**config.mk**
```make
export PLATFORM = sky130hd
export DESIGN_NAME = wfm_matcher
export DESIGN_NICKNAME = d
export VERILOG_FILES = /design/src/wfm_pkg.sv /design/src/wfm_rx_if.sv /design/src/wfm_matcher.sv /design/src/wfm_pattern_crc.sv /design/src/wfm_remote_wake.sv
export SDC_FILE = /design/constraint.sdc
export NUM_CORES = 2
export LEC_CHECK = 0
export BUFFER_PORTS_ARGS = -buffer_cell sky130_fd_sc_hd__buf_2
export CAP_MARGIN = 30
export CORE_ASPECT_RATIO = 0.5
export CORE_MARGIN = 5
export CORE_UTILIZATION = 31
export DETAILED_ROUTE_END_ITERATION = 8
export PLACE_DENSITY_LB_ADDON = 0.15
export SETUP_SLACK_MARGIN = 0.3
export SYNTH_ARGS = -nofsm -noshare
export SYNTH_HDL_FRONTEND = slang
export SYNTH_SLANG_ARGS = --single-unit
```
**constraint.sdc**
```tcl
create_clock -name aclk -period 6 [get_ports aclk]
set_clock_uncertainty 0.05 [all_clocks]
set_input_delay 1.2 -clock aclk [delete_from_list [all_inputs] [get_ports aclk]]
set_output_delay 1.2 -clock aclk [all_outputs]
set_load 0.005 [all_outputs]
```
**src/wfm_pkg.sv**
```systemverilog
// Overview of operation
// - Each pattern runs an Ethernet CRC-32 over only the frame bytes its mask selects.
// - Expected CRC is two 16-bit registers, lower half first, upper half second.
// - First mask register bit 0 selects frame byte 1, bit 15 byte 16.
// - Second mask register bits 0..15 select frame bytes 17 through 32.
// - Third mask register bits 0..15 select frame bytes 33 through 48.
// - Fourth mask register bits 0..15 select frame bytes 49 through 64.
// - Every pattern has its own CRC and masks, matched independently on one frame.
// - Each pattern has an enable bit; cleared means that pattern is ignored.
// - A separate enable bit turns on remote-wake detection of six 0xFF bytes followed by sixteen copies of the station MAC.
package wfm_pkg;

  localparam int NUM_PATTERNS = 3;
  localparam int MASK_WORDS = 4;
  localparam int REG_W = 16;
  localparam int IDX_W = 10;
  localparam int WINDOW_BYTES = 64;
  localparam int CNT_W = 7;

  // Register indices; byte address is four times the index
  localparam logic [IDX_W-1:0] WAKE_CTRL_IDX = 10'h12a;
  localparam logic [IDX_W-1:0] WAKE_STATUS_IDX = 10'h12c;
  localparam logic [IDX_W-1:0] PATTERN0_CRC_LOW_IDX = 10'h130;
  localparam logic [IDX_W-1:0] PATTERN0_CRC_HIGH_IDX = 10'h132;
  localparam logic [IDX_W-1:0] PATTERN0_MASK_BYTES_1_16_IDX = 10'h134;
  localparam logic [IDX_W-1:0] PATTERN0_MASK_BYTES_17_32_IDX = 10'h136;
  localparam logic [IDX_W-1:0] PATTERN0_MASK_BYTES_33_48_IDX = 10'h138;
  localparam logic [IDX_W-1:0] PATTERN0_MASK_BYTES_49_64_IDX = 10'h13a;
  localparam logic [IDX_W-1:0] PATTERN1_CRC_LOW_IDX = 10'h140;
  localparam logic [IDX_W-1:0] PATTERN1_CRC_HIGH_IDX = 10'h142;
  localparam logic [IDX_W-1:0] PATTERN1_MASK_BYTES_1_16_IDX = 10'h144;
  localparam logic [IDX_W-1:0] PATTERN1_MASK_BYTES_17_32_IDX = 10'h146;
  localparam logic [IDX_W-1:0] PATTERN1_MASK_BYTES_33_48_IDX = 10'h148;
  localparam logic [IDX_W-1:0] PATTERN1_MASK_BYTES_49_64_IDX = 10'h14a;
  localparam logic [IDX_W-1:0] PATTERN2_CRC_LOW_IDX = 10'h150;
  localparam logic [IDX_W-1:0] PATTERN2_CRC_HIGH_IDX = 10'h152;
  localparam logic [IDX_W-1:0] PATTERN2_MASK_BYTES_1_16_IDX = 10'h154;
  localparam logic [IDX_W-1:0] PATTERN2_MASK_BYTES_17_32_IDX = 10'h156;
  localparam logic [IDX_W-1:0] PATTERN2_MASK_BYTES_33_48_IDX = 10'h158;
  localparam logic [IDX_W-1:0] PATTERN2_MASK_BYTES_49_64_IDX = 10'h15a;

  localparam logic [IDX_W-1:0] CRC_LOW_IDX [NUM_PATTERNS] = '{
    PATTERN0_CRC_LOW_IDX, PATTERN1_CRC_LOW_IDX, PATTERN2_CRC_LOW_IDX};
  localparam logic [IDX_W-1:0] CRC_HIGH_IDX [NUM_PATTERNS] = '{
    PATTERN0_CRC_HIGH_IDX, PATTERN1_CRC_HIGH_IDX, PATTERN2_CRC_HIGH_IDX};
  localparam logic [IDX_W-1:0] MASK_IDX [NUM_PATTERNS][MASK_WORDS] = '{
    '{PATTERN0_MASK_BYTES_1_16_IDX, PATTERN0_MASK_BYTES_17_32_IDX,
      PATTERN0_MASK_BYTES_33_48_IDX, PATTERN0_MASK_BYTES_49_64_IDX},
    '{PATTERN1_MASK_BYTES_1_16_IDX, PATTERN1_MASK_BYTES_17_32_IDX,
      PATTERN1_MASK_BYTES_33_48_IDX, PATTERN1_MASK_BYTES_49_64_IDX},
    '{PATTERN2_MASK_BYTES_1_16_IDX, PATTERN2_MASK_BYTES_17_32_IDX,
      PATTERN2_MASK_BYTES_33_48_IDX, PATTERN2_MASK_BYTES_49_64_IDX}};

  // Control and status fields
  localparam int PATTERN_ENABLE_LSB = 0;
  localparam int REMOTE_WAKE_ENABLE_BIT = 7;
  localparam int PATTERN_HIT_LSB = 0;
  localparam int REMOTE_WAKE_HIT_BIT = 7;
  localparam logic [REG_W-1:0] WAKE_CTRL_RESET = 16'h0000;
  localparam logic [REG_W-1:0] PATTERN_REG_RESET = 16'h0000;
  localparam logic [REG_W-1:0] WAKE_CTRL_WMASK = 16'h0087;

  localparam logic [31:0] CRC_POLY_REFLECTED = 32'hedb88320;
  localparam logic [31:0] CRC_INIT = 32'hffffffff;

  localparam logic [1:0] AXI_RESP_OKAY = 2'h0;
  localparam logic [1:0] AXI_RESP_SLVERR = 2'h2;

  localparam int MAGIC_SYNC_BYTES = 6;
  localparam int MAGIC_REPEATS = 16;
  localparam int MAC_BYTES = 6;
  localparam logic [7:0] MAGIC_SYNC_VALUE = 8'hff;

  typedef enum logic [1:0] {
    WFM_SCAN_IDLE,
    WFM_SCAN_WINDOW,
    WFM_SCAN_TAIL
  } wfm_scan_t;

  // Reflected CRC-32, one byte, LSB of the byte first as on the wire
  function automatic logic [31:0] wfm_crc32_byte(input logic [31:0] crc,
                                                 input logic [7:0] data);
    logic [31:0] c;
    c = crc ^ {24'h000000, data};
    for (int i = 0; i < 8; i++) begin
      c = c[0] ? ((c >> 1) ^ CRC_POLY_REFLECTED) : (c >> 1);
    end
    return c;
  endfunction : wfm_crc32_byte

endpackage : wfm_pkg

```
**src/wfm_rx_if.sv**
```systemverilog
interface wfm_rx_if;
  logic valid;
  logic first;
  logic last;
  logic [7:0] data;

  modport source (output valid, output first, output last, output data);
  modport sink (input valid, input first, input last, input data);
endinterface : wfm_rx_if

```
**src/wfm_matcher.sv**
```systemverilog
module wfm_matcher #(
  parameter int ADDR_W = 12
) (
  input wire logic aclk,
  input wire logic aresetn,
  input wire logic [ADDR_W-1:0] s_axi_awaddr,
  input wire logic [2:0] s_axi_awprot,
  input wire logic s_axi_awvalid,
  output logic s_axi_awready,
  input wire logic [31:0] s_axi_wdata,
  input wire logic [3:0] s_axi_wstrb,
  input wire logic s_axi_wvalid,
  output logic s_axi_wready,
  output logic [1:0] s_axi_bresp,
  output logic s_axi_bvalid,
  input wire logic s_axi_bready,
  input wire logic [ADDR_W-1:0] s_axi_araddr,
  input wire logic [2:0] s_axi_arprot,
  input wire logic s_axi_arvalid,
  output logic s_axi_arready,
  output logic [31:0] s_axi_rdata,
  output logic [1:0] s_axi_rresp,
  output logic s_axi_rvalid,
  input wire logic s_axi_rready,
  input wire logic rx_valid,
  input wire logic rx_first,
  input wire logic rx_last,
  input wire logic [7:0] rx_data,
  input wire logic [47:0] station_mac,
  output logic [wfm_pkg::NUM_PATTERNS-1:0] pattern_match,
  output logic remote_wake_match,
  output logic wake_pending
);

  localparam int NP = wfm_pkg::NUM_PATTERNS;
  localparam int NW = wfm_pkg::MASK_WORDS;
  localparam int RW = wfm_pkg::REG_W;

  // Expected CRC halves and masks, one set per pattern
  logic [RW-1:0] crc_low_reg [NP];
  logic [RW-1:0] crc_high_reg [NP];
  logic [RW-1:0] mask_reg [NP][NW];
  logic [RW-1:0] ctrl_reg;
  logic [RW-1:0] status_reg;

  logic aw_held_reg;
  logic [wfm_pkg::IDX_W-1:0] aw_idx_reg;
  logic w_held_reg;
  logic [31:0] w_data_reg;
  logic [3:0] w_strb_reg;

  logic aw_take;
  logic w_take;
  logic wr_do;
  logic ar_take;

  logic [NP-1:0] hit_pulse;
  logic magic_pulse;
  logic [RW-1:0] status_set;
  logic [RW-1:0] status_clr;

  wfm_rx_if rx_bus ();

  assign rx_bus.valid = rx_valid;
  assign rx_bus.first = rx_first;
  assign rx_bus.last = rx_last;
  assign rx_bus.data = rx_data;

  function automatic logic wfm_mapped(input logic [wfm_pkg::IDX_W-1:0] idx);
    logic ok;
    ok = (idx == wfm_pkg::WAKE_CTRL_IDX) || (idx == wfm_pkg::WAKE_STATUS_IDX);
    for (int p = 0; p < NP; p++) begin
      ok = ok || (idx == wfm_pkg::CRC_LOW_IDX[p]) || (idx == wfm_pkg::CRC_HIGH_IDX[p]);
      for (int k = 0; k < NW; k++) begin
        ok = ok || (idx == wfm_pkg::MASK_IDX[p][k]);
      end
    end
    return ok;
  endfunction : wfm_mapped

  function automatic logic [RW-1:0] wfm_merge(input logic [RW-1:0] old,
                                               input logic [31:0] data,
                                               input logic [3:0] strb);
    logic [RW-1:0] v;
    v = old;
    if (strb[0]) begin
      v[7:0] = data[7:0];
    end
    if (strb[1]) begin
      v[15:8] = data[15:8];
    end
    return v;
  endfunction : wfm_merge

  function automatic logic [RW-1:0] wfm_read(input logic [wfm_pkg::IDX_W-1:0] idx);
    logic [RW-1:0] v;
    v = '0;
    if (idx == wfm_pkg::WAKE_CTRL_IDX) begin
      v = ctrl_reg;
    end
    if (idx == wfm_pkg::WAKE_STATUS_IDX) begin
      v = status_reg;
    end
    for (int p = 0; p < NP; p++) begin
      if (idx == wfm_pkg::CRC_LOW_IDX[p]) begin
        v = crc_low_reg[p];
      end
      if (idx == wfm_pkg::CRC_HIGH_IDX[p]) begin
        v = crc_high_reg[p];
      end
      for (int k = 0; k < NW; k++) begin
        if (idx == wfm_pkg::MASK_IDX[p][k]) begin
          v = mask_reg[p][k];
        end
      end
    end
    return v;
  endfunction : wfm_read

  assign aw_take = s_axi_awvalid && s_axi_awready;
  assign w_take = s_axi_wvalid && s_axi_wready;
  assign wr_do = aw_held_reg && w_held_reg && !s_axi_bvalid;
  assign ar_take = s_axi_arvalid && s_axi_arready;

  // Index kept from the take until the write is applied
  always_ff @(posedge aclk) begin
    if (!aresetn) begin
      aw_idx_reg <= '0;
    end else if (aw_take) begin
      aw_idx_reg <= s_axi_awaddr[ADDR_W-1:2];
    end
  end

  // Write address channel
  always_ff @(posedge aclk) begin
    if (!aresetn) begin
      s_axi_awready <= 1'b0;
      aw_held_reg <= 1'b0;
    end else begin
      if (aw_take) begin
        aw_held_reg <= 1'b1;
        s_axi_awready <= 1'b0;
      end else begin
        if (wr_do) begin
          aw_held_reg <= 1'b0;
        end
        s_axi_awready <= !aw_held_reg && !s_axi_bvalid;
      end
    end
  end

  // Payload held until applied; strobe lanes 2 and 3 are never used
  always_ff @(posedge aclk) begin
    if (!aresetn) begin
      w_data_reg <= '0;
      w_strb_reg <= '0;
    end else if (w_take) begin
      w_data_reg <= s_axi_wdata;
      w_strb_reg <= s_axi_wstrb;
    end
  end

  // Write data channel
  always_ff @(posedge aclk) begin
    if (!aresetn) begin
      s_axi_wready <= 1'b0;
      w_held_reg <= 1'b0;
    end else begin
      if (w_take) begin
        w_held_reg <= 1'b1;
        s_axi_wready <= 1'b0;
      end else begin
        if (wr_do) begin
          w_held_reg <= 1'b0;
        end
        s_axi_wready <= !w_held_reg && !s_axi_bvalid;
      end
    end
  end

  // Unmapped writes are answered but change nothing
  always_ff @(posedge aclk) begin
    if (!aresetn) begin
      s_axi_bresp <= wfm_pkg::AXI_RESP_OKAY;
    end else if (wr_do) begin
      s_axi_bresp <= wfm_mapped(aw_idx_reg) ? wfm_pkg::AXI_RESP_OKAY
                                            : wfm_pkg::AXI_RESP_SLVERR;
    end
  end

  // Write response
  always_ff @(posedge aclk) begin
    if (!aresetn) begin
      s_axi_bvalid <= 1'b0;
    end else begin
      if (wr_do) begin
        s_axi_bvalid <= 1'b1;
      end else if (s_axi_bvalid && s_axi_bready) begin
        s_axi_bvalid <= 1'b0;
      end
    end
  end

  // Expected CRC halves, lower half in the first register
  always_ff @(posedge aclk) begin
    if (!aresetn) begin
      for (int p = 0; p < NP; p++) begin
        crc_low_reg[p] <= wfm_pkg::PATTERN_REG_RESET;
        crc_high_reg[p] <= wfm_pkg::PATTERN_REG_RESET;
      end
    end else if (wr_do) begin
      for (int p = 0; p < NP; p++) begin
        if (aw_idx_reg == wfm_pkg::CRC_LOW_IDX[p]) begin
          crc_low_reg[p] <= wfm_merge(crc_low_reg[p], w_data_reg, w_strb_reg);
        end
        if (aw_idx_reg == wfm_pkg::CRC_HIGH_IDX[p]) begin
          crc_high_reg[p] <= wfm_merge(crc_high_reg[p], w_data_reg, w_strb_reg);
        end
      end
    end
  end

  // Byte masks, word k covers frame bytes 16k+1 to 16k+16
  always_ff @(posedge aclk) begin
    if (!aresetn) begin
      for (int p = 0; p < NP; p++) begin
        for (int k = 0; k < NW; k++) begin
          mask_reg[p][k] <= wfm_pkg::PATTERN_REG_RESET;
        end
      end
    end else if (wr_do) begin
      for (int p = 0; p < NP; p++) begin
        for (int k = 0; k < NW; k++) begin
          if (aw_idx_reg == wfm_pkg::MASK_IDX[p][k]) begin
            mask_reg[p][k] <= wfm_merge(mask_reg[p][k], w_data_reg, w_strb_reg);
          end
        end
      end
    end
  end

  // Enable register; unused bits stay zero
  always_ff @(posedge aclk) begin
    if (!aresetn) begin
      ctrl_reg <= wfm_pkg::WAKE_CTRL_RESET;
    end else if (wr_do && aw_idx_reg == wfm_pkg::WAKE_CTRL_IDX) begin
      ctrl_reg <= wfm_merge(ctrl_reg, w_data_reg, w_strb_reg)
                  & wfm_pkg::WAKE_CTRL_WMASK;
    end
  end

  // Loaded only on a take, so data and response hold while rvalid waits
  always_ff @(posedge aclk) begin
    if (!aresetn) begin
      s_axi_rdata <= '0;
      s_axi_rresp <= wfm_pkg::AXI_RESP_OKAY;
    end else if (ar_take) begin
      s_axi_rdata <= {16'h0000, wfm_read(s_axi_araddr[ADDR_W-1:2])};
      s_axi_rresp <= wfm_mapped(s_axi_araddr[ADDR_W-1:2]) ? wfm_pkg::AXI_RESP_OKAY
                                                           : wfm_pkg::AXI_RESP_SLVERR;
    end
  end

  // Read channel, answers one cycle after the address is taken
  always_ff @(posedge aclk) begin
    if (!aresetn) begin
      s_axi_arready <= 1'b0;
      s_axi_rvalid <= 1'b0;
    end else begin
      if (ar_take) begin
        s_axi_arready <= 1'b0;
        s_axi_rvalid <= 1'b1;
      end else if (s_axi_rvalid && s_axi_rready) begin
        s_axi_rvalid <= 1'b0;
      end else begin
        s_axi_arready <= !s_axi_rvalid;
      end
    end
  end

  // One matcher per pattern, all watching the same frame
  for (genvar p = 0; p < NP; p++) begin : g_pattern
    wfm_pattern_crc u_crc (
      .aclk(aclk),
      .aresetn(aresetn),
      .rx(rx_bus.sink),
      .enable(ctrl_reg[wfm_pkg::PATTERN_ENABLE_LSB + p]),
      .mask({mask_reg[p][3], mask_reg[p][2], mask_reg[p][1], mask_reg[p][0]}),
      .expected({crc_high_reg[p], crc_low_reg[p]}),
      .match(hit_pulse[p])
    );
  end

  wfm_remote_wake u_remote (
    .aclk(aclk),
    .aresetn(aresetn),
    .rx(rx_bus.sink),
    .enable(ctrl_reg[wfm_pkg::REMOTE_WAKE_ENABLE_BIT]),
    .station_mac(station_mac),
    .match(magic_pulse)
  );

  always_comb begin
    status_set = '0;
    status_set[wfm_pkg::PATTERN_HIT_LSB +: NP] = hit_pulse;
    status_set[wfm_pkg::REMOTE_WAKE_HIT_BIT] = magic_pulse;
    status_clr = '0;
    if (wr_do && aw_idx_reg == wfm_pkg::WAKE_STATUS_IDX) begin
      status_clr = wfm_merge('0, w_data_reg, w_strb_reg);
    end
  end

  // Sticky hits, write one to clear; a new hit outranks the clear
  always_ff @(posedge aclk) begin
    if (!aresetn) begin
      status_reg <= '0;
    end else begin
      status_reg <= (status_reg & ~status_clr) | status_set;
    end
  end

  always_ff @(posedge aclk) begin
    if (!aresetn) begin
      pattern_match <= '0;
    end else begin
      pattern_match <= hit_pulse;
    end
  end

  always_ff @(posedge aclk) begin
    if (!aresetn) begin
      remote_wake_match <= 1'b0;
    end else begin
      remote_wake_match <= magic_pulse;
    end
  end

  // Tracks the status next value so it rises with the match pulse
  always_ff @(posedge aclk) begin
    if (!aresetn) begin
      wake_pending <= 1'b0;
    end else begin
      wake_pending <= |((status_reg & ~status_clr) | status_set);
    end
  end

endmodule : wfm_matcher

```
**src/wfm_pattern_crc.sv**
```systemverilog
module wfm_pattern_crc (
  input wire logic aclk,
  input wire logic aresetn,
  wfm_rx_if.sink rx,
  input wire logic enable,
  input wire logic [wfm_pkg::WINDOW_BYTES-1:0] mask,
  input wire logic [31:0] expected,
  output logic match
);

  wfm_pkg::wfm_scan_t scan_reg;
  logic [wfm_pkg::CNT_W-1:0] count_reg;
  logic [31:0] crc_reg;

  logic [wfm_pkg::CNT_W-1:0] pos;
  logic [wfm_pkg::CNT_W-1:0] len;
  logic active;
  logic in_window;
  logic [31:0] crc_base;
  logic [31:0] crc_next;
  logic covered;

  always_comb begin
    pos = rx.first ? '0 : count_reg;
    active = rx.valid && (rx.first || scan_reg != wfm_pkg::WFM_SCAN_IDLE);
    in_window = active && (pos < 7'h40);
    crc_base = rx.first ? wfm_pkg::CRC_INIT : crc_reg;
    crc_next = crc_base;
    if (in_window && mask[pos[5:0]]) begin
      crc_next = wfm_pkg::wfm_crc32_byte(crc_base, rx.data);
    end
    len = in_window ? pos + 7'h01 : pos;
    // No selected byte may lie beyond the last received byte
    covered = (len >= 7'h40) || ((mask >> len) == '0);
  end

  always_ff @(posedge aclk) begin
    if (!aresetn) begin
      scan_reg <= wfm_pkg::WFM_SCAN_IDLE;
      count_reg <= '0;
      crc_reg <= wfm_pkg::CRC_INIT;
      match <= 1'b0;
    end else begin
      match <= 1'b0;
      if (active) begin
        crc_reg <= crc_next;
        count_reg <= len;
        if (rx.last) begin
          scan_reg <= wfm_pkg::WFM_SCAN_IDLE;
          match <= enable && covered && (~crc_next == expected);
        end else begin
          case (scan_reg)
            wfm_pkg::WFM_SCAN_IDLE,
            wfm_pkg::WFM_SCAN_WINDOW: begin
              scan_reg <= (len >= 7'h40) ? wfm_pkg::WFM_SCAN_TAIL
                                         : wfm_pkg::WFM_SCAN_WINDOW;
            end
            wfm_pkg::WFM_SCAN_TAIL: scan_reg <= wfm_pkg::WFM_SCAN_TAIL;
            default: scan_reg <= wfm_pkg::WFM_SCAN_IDLE;
          endcase
        end
      end
    end
  end

endmodule : wfm_pattern_crc

```
**src/wfm_remote_wake.sv**
```systemverilog
module wfm_remote_wake (
  input wire logic aclk,
  input wire logic aresetn,
  wfm_rx_if.sink rx,
  input wire logic enable,
  input wire logic [47:0] station_mac,
  output logic match
);

  logic [2:0] sync_reg;
  logic [2:0] byte_reg;
  logic [4:0] rep_reg;
  logic found_reg;
  logic [7:0] want;
  logic is_sync;
  logic hit;
  logic found_next;

  always_comb begin
    want = station_mac[47 - 8*byte_reg -: 8];
    is_sync = (rx.data == wfm_pkg::MAGIC_SYNC_VALUE);
    hit = (sync_reg == 3'(wfm_pkg::MAGIC_SYNC_BYTES)) && (rx.data == want);
    found_next = found_reg && !rx.first;
    if (hit && byte_reg == 3'(wfm_pkg::MAC_BYTES - 1)
        && rep_reg == 5'(wfm_pkg::MAGIC_REPEATS - 1)) begin
      found_next = 1'b1;
    end
  end

  always_ff @(posedge aclk) begin
    if (!aresetn) begin
      sync_reg <= '0;
      byte_reg <= '0;
      rep_reg <= '0;
      found_reg <= 1'b0;
      match <= 1'b0;
    end else begin
      match <= 1'b0;
      if (rx.valid) begin
        found_reg <= rx.last ? 1'b0 : found_next;
        if (rx.last) begin
          match <= enable && found_next;
        end
        if (rx.last) begin
          sync_reg <= '0;
          byte_reg <= '0;
          rep_reg <= '0;
        end else if (hit) begin
          if (byte_reg == 3'(wfm_pkg::MAC_BYTES - 1)) begin
            byte_reg <= '0;
            rep_reg <= rep_reg + 5'h01;
          end else begin
            byte_reg <= byte_reg + 3'h1;
          end
        end else begin
          // A stray byte restarts the search; a sync byte may begin a new run
          byte_reg <= '0;
          rep_reg <= '0;
          if (is_sync && (byte_reg == '0) && (rep_reg == '0)
              && sync_reg != 3'(wfm_pkg::MAGIC_SYNC_BYTES)) begin
            sync_reg <= sync_reg + 3'h1;
          end else if (is_sync && byte_reg == '0 && rep_reg == '0) begin
            sync_reg <= sync_reg;
          end else begin
            sync_reg <= is_sync ? 3'h1 : 3'h0;
          end
        end
      end
    end
  end

endmodule : wfm_remote_wake

```
; ---- Word-level counts from Yosys, hierarchy flattened
; Memory sizes are Yosys's and may differ from the RTL's.
; Cells that the tools add are included.
[word_totals]
ff_bits = 219
mem_bits_rw = 288
in_bits = 132
out_inout_bits = 46
n_memories = 3
[classes]
addsub = 7
order_cmp = 9
eq_ne = 58
shift = 4
muxes = 331
bitwise_logic = 52
reduce_logical = 112
[memory_table]
columns = name, words, width, rd, rd_clocked_by_memory_dff, write_ports, line_no
row1 = mask_reg, 3, 64, 3, 0, 3, wfm_matcher.sv:42  ; logic [RW-1:0] mask_reg [NP][NW];
row2 = crc_high_reg, 3, 16, 3, 0, 3, wfm_matcher.sv:41  ; logic [RW-1:0] crc_high_reg [NP];
row3 = crc_low_reg, 3, 16, 3, 0, 3, wfm_matcher.sv:40  ; logic [RW-1:0] crc_low_reg [NP];
[ops]
columns = cell, n
row1 = 8-bit two-way mux, 147
row2 = 32-bit two-way mux, 30
row3 = 16-bit two-way mux, 38
row4 = 10-bit by 9-bit == test with 1-bit output (second input constant), 40
row5 = 13-bit inverter with 14-bit output, 24
row6 = 64-bit zero test, 3
row7 = 64-bit by 7-bit >> shifter with 64-bit output, 3
row8 = 32-bit == test, 3
row9 = 32-bit inverter, 3
row10 = 32-bit by 8-bit bitwise XOR with 32-bit output, 3
row11 = 1-bit two-way mux, 86
row12 = 55-bit by 33-bit variable part select with 8-bit output, 1
row13 = 1-bit logical OR, 44
row14 = 7-bit two-way mux, 6
row15 = 1-bit logical AND, 34
row16 = 7-bit by 1-bit adder with 7-bit output (second input constant), 3
row17 = 7-bit greater-or-equal comparator (second input constant), 3
row18 = 6-bit by 7-bit less-than comparator with 1-bit output (second input constant), 3
row19 = 7-bit less-than comparator (second input constant), 3
row20 = 3-bit two-way mux, 7
row21 = 1-bit binary-select mux with 6-bit select, 3
row22 = 1-bit bitwise OR, 18
row23 = 16-bit bitwise AND, 1
row24 = 2-bit two-way mux, 8
row25 = 25 further kinds, 59

; ---- Logic depth before layout (Yosys ltp)
[logic_depth]
ltp_word = 22
mapped_depth = 19
ltp_nobuf = 15

; ---- Modules after synthesis
; A second synthesis with hierarchy kept.
[unflattened]
cells_unflattened = 4711
area_unflattened_um2 = 40171.0
[modules_own_cells]
columns = mod, instances, cells_per_inst, area_each_um2, seq_area_each_um2
row1 = wfm_matcher, 1, 1549, 16983.8, 10209.8
row2 = wfm_pattern_crc (g_pattern[1].u_crc ...), 2, 999, 7292.0, 840.8
row3 = wfm_pattern_crc (g_pattern[0].u_crc), 1, 981, 7075.5, 840.8
row4 = wfm_remote_wake, 1, 183, 1527.7, 260.2

; ---- Worst setup path after synthesis
; Ideal clock, no wire load.
[synth_timing]
kind = input to register
from = in rx_first
to = reg g_pattern[2].u_crc.match
arrival_ps = 4411
slack_ps = 1443
stages = 17
n_path_buf = 4
cell_sequence = buf_2 > nand2b_1 > inv_1 > ha_1 > nand2_1 > or3_1 > o311ai_0 > clkbuf_1 > clkbuf_1 > clkbuf_1 > nand3_1 > o21ai_0 > o2111a_1 > a32oi_1 > a211o_1 > o211ai_1 > nor4b_1
[synth_via]
elab_chain_len = 20
word_cells_on_any_way = 38
cone_classes = add/sub: 1 / order compare: 2 / eq/ne: 1 / shift: 1 / mux: 14 / bitwise: 10 / reduce/logical: 9
[synth_lines]
columns = element, line_no
row1 = from (decl), wfm_matcher.sv:26  ; input wire logic rx_first,
row2 = branches (longest 20 deep; another with 7-bit less-than comparator), -
row3 = to (signal assigned), wfm_pattern_crc.sv:50  ; match <= enable && covered && (~crc_next == expected);
row4 = to (decl), wfm_pattern_crc.sv:8  ; output logic match
; Several ways; the timed one is not identified. The select of a mux whose other input is x is not followed.
; A chain may end at the register's enable or synchronous reset.

; ---- Final worst setup path
; Same ends and word-level chain as after synthesis.

==> results.sh <==
export IMPL_status="complete, no violations"
export IMPL_r2r_setup_slack_ns=0.72
export IMPL_maxCapViolCount=0
export IMPL_synth_cell_types=101
export IMPL_synth_top_area_share=0.238
export IMPL_power_switching_mw=3.06
export IMPL_htree_levels=2
export IMPL_grt_overflow_total=0
export IMPL_fin_cells=5900
export IMPL_grt_max_degree=68
export IMPL_max_freq_mhz=189
export IMPL_synthFlopType="edfxtp_1"
export IMPL_synth_edf_count=288
export IMPL_hold_depth=2
export IMPL_drt_first_pass_iters=9
export IMPL_nFillCells=11897
export IMPL_dp_cells=5795
export IMPL_wl_per_cell_microns=29.3
export IMPL_combPwrFrac=0.205
export IMPL_seqPwrFrac=0.421
export IMPL_drtAntennaViolNets=0
export IMPL_clock_sinks=505
export IMPL_first_global_vias=33475
export IMPL_hold_path_class="reg -> reg"
export IMPL_portBuffers=131
export IMPL_syn_cell_area_sq_um=36300
export IMPL_antenna_found_initial=19
export IMPL_setup_viol=0
export IMPL_crit_type="in -> reg"
export IMPL_finalHoldViolations=0
export IMPL_die_h_microns=252
export IMPL_switching_share=0.318
export IMPL_rsz0062_at_grt="no"
export IMPL_worst_slack_ns=0.710
export IMPL_slew_violations=0
export IMPL_async_reset_ff_frac=0
export IMPL_fp_dieW_microns=494
export IMPL_largest_reg_flops=192
export IMPL_post_cts_setup_buffers=0
export IMPL_yosys_area_top_type="edfxtp_1"
export IMPL_synth_seq_cells=505
export IMPL_crit_fanout=20
export IMPL_num_vias=36388
export IMPL_dieArea_sq_um=124000
export IMPL_r2r_cells=13
export IMPL_post_cts_resized=0
export IMPL_fin_nets=4420
export IMPL_crit_required_ns=6.54
export IMPL_yosysWarnings=0
export IMPL_reg2reg_to="g_pattern[1].u_crc.match"
export IMPL_powerDensity_nw_per_um2=234
export IMPL_cts_root_buf="clkbuf_16"
export IMPL_clkPwrFrac=0.374
export IMPL_worstSetupEndpointType="flop"
export IMPL_cts_tree="built"
export IMPL_final_util=0.355
export IMPL_yosysMostFrequentCell="nand2_1"
export IMPL_ir_worst_vdd_mv=0.222
export IMPL_preCtsSetupSlack_ns=0.157
export IMPL_worst_pin_slew_ns=1.12
export IMPL_cp_start_kind="input pin"
export IMPL_clk_latency_ns=0.65
export IMPL_max_slew_margin_rel=0.255
export IMPL_cp_data_arrival_time_ns=5.83
export IMPL_fin_total_pwr_mw=9.62
export IMPL_drt_initial_drc_count=5165
export IMPL_rows=88
export IMPL_io_pins=178
export IMPL_power_leakage_nw=14.4
export IMPL_path_clk_slew_ns=0.07
export IMPL_synthTopCellsByArea="edfxtp_1, dfxtp_1, xnor2_1, nand2_1, and2_1"
export IMPL_grt_pass1_wl_microns=246000
export IMPL_drive_above_1_share=0.139
export IMPL_drc_errors=0
export IMPL_vias_per_cell=6.17
export IMPL_hold_path_end="aw_idx_reg[8]"
export IMPL_grt_total_usage=0.266
export IMPL_area_growth_pct=13.2
export IMPL_tns_ns=0
export IMPL_internal_power_mw=6.56
export IMPL_clk_path_buf_depth=3
export IMPL_fp_coreArea_sq_um=116000
export IMPL_yosysSeqAreaShare=0.358
export IMPL_syn_instance_count=4212
export IMPL_min_period_ns=5.29
export IMPL_hp_start="aw_idx_reg[8]"
export IMPL_start_util=0.314
export IMPL_dp_hpwl_microns=130000
export IMPL_period_share=0.882
export IMPL_avgSynthCellArea_sq_um=8.62
export IMPL_yosys_top_cells_count="nand2_1, nor2_1, edfxtp_1, a21oi_1, and2_1"
export IMPL_timing_rr_start="g_pattern[1].u_crc.count_reg[0]"
export IMPL_cts_buffers=53
export IMPL_ctsHoldBuffers=0
export IMPL_routabilityCongestion=0.984
export IMPL_wirelength_microns=173000
==> layout make-up <==
class | count | area (sq um) | share of cell area
inverters | 64 | 241 | 0.00588
multi-input cells | 3320 | 21700 | 0.528
clock inverters | 34 | 384 | 0.00935
clock buffers | 65 | 1460 | 0.0356
diodes | 2 | 5.00 | 0.000122
well taps | 1575 | 1970 | 0.0480
repair buffers | 335 | 2340 | 0.0571
flip-flops and latches | 505 | 13000 | 0.316
==> placed cells by master (no fill, tap or decap), types with 19 or more instances in the layout <==
master and count:
nor2b_1 21, a31oi_1 52, o211ai_1 52, or4_1 19, a222oi_1 22, edfxtp_1 288, nor4_1 51, buf_2 135
nor3b_1 26, mux2_2 64, nand2b_1 43, o221ai_1 30, o21ai_0 188, clkbuf_16 54, or2_2 21, inv_1 59
a211o_1 21, dfxtp_1 217, a2111oi_0 46, xnor2_1 201, a22oi_1 47, nor2_1 383, o22ai_1 82, a21oi_1 265
xor2_1 81, mux2i_1 81, nand3_1 87, o311ai_0 20, nor3_1 97, a211oi_1 61, and2_1 258, nand4_1 38
mux4_2 26, or3_1 43, nand2_1 431, and3_1 41, a221oi_1 37, buf_4 186
==> cell families (layout without fill, tap and decap cells) <==
group | Yosys count | in the layout | share of synthesized area
adder cells (fa/ha/maj) | 9 | 9 | 0.00310
flip-flops | 505 | 505 | 0.358
AND/OR/NAND/NOR | 1621 | 1621 | 0.222
XOR/XNOR | 305 | 305 | 0.0807
AO/OA/AOI/OAI | 1192 | 1192 | 0.228
other | 1 | 20 | 0.000103
buffers and inverters | 404 | 498 | 0.0488
multiplexers | 175 | 175 | 0.0596
==> through the flow <==
step / cell area, sq um / hold slack [ns]
2_1_floorplan: 36400 / 0.380
3_3_place_gp: 39000 / 0.392
3_5_place_dp: 39200 / 0.400
4_1_cts: 41000 / 0.409
5_1_grt: 41100 / 0.432
6_report: 41100 / 0.409
==> worst max path at each step <==
stage,startpoint,to,slack [ns],cells past startpoint
floorplan,rx_first,g_pattern[2].u_crc.match,1.44,17
global placement,rx_first,g_pattern[2].u_crc.match,0.17,18
detailed placement,rx_first,g_pattern[2].u_crc.match,0.16,18
CTS,g_pattern[1].u_crc.count_reg[0],g_pattern[1].u_crc.match,0.76,13
global route,g_pattern[2].u_crc.count_reg[2],g_pattern[2].u_crc.match,0.38,13
finish,rx_first,g_pattern[2].u_crc.match,0.71,18
==> worst max-delay path: stages <==
cell       delay, ns
clkbuf_8        0.25
buf_4           0.32
nand2b_1        0.19
inv_1           0.06
ha_1            0.26
nand2_1         0.05
a21oi_1         0.45
or2_2           0.23
buf_4           0.23
mux2_2          0.35
a2111oi_0       0.39
buf_4           0.22
a31oi_1         0.11
or3_1           0.41
a211o_1         0.28
o211ai_1        0.12
nor4b_1         0.47
buf_4           0.19
==> power by group through the flow <==
| stage | Sequential (mW) | Clock (mW) | Combinational [mW] |
|---|---|---|---|
| 5_1_grt | 4.05 | 3.79 | 2.11 |
| 3_5_place_dp | 4.11 | 0 | 1.92 |
| 6_report | 4.05 | 3.60 | 1.97 |
| 2_1_floorplan | 3.94 | 0 | 1.36 |
| 3_3_place_gp | 4.12 | 0 | 1.91 |
| 4_1_cts | 4.03 | 3.64 | 1.94 |
==> layer usage <==
layer,share of wire,track usage
met5,0,0
met4,0.026,0.0648
met3,0.12,0.0698
met2,0.40,0.375
met1,0.45,0.400
(Power assumes the default switching activity.)
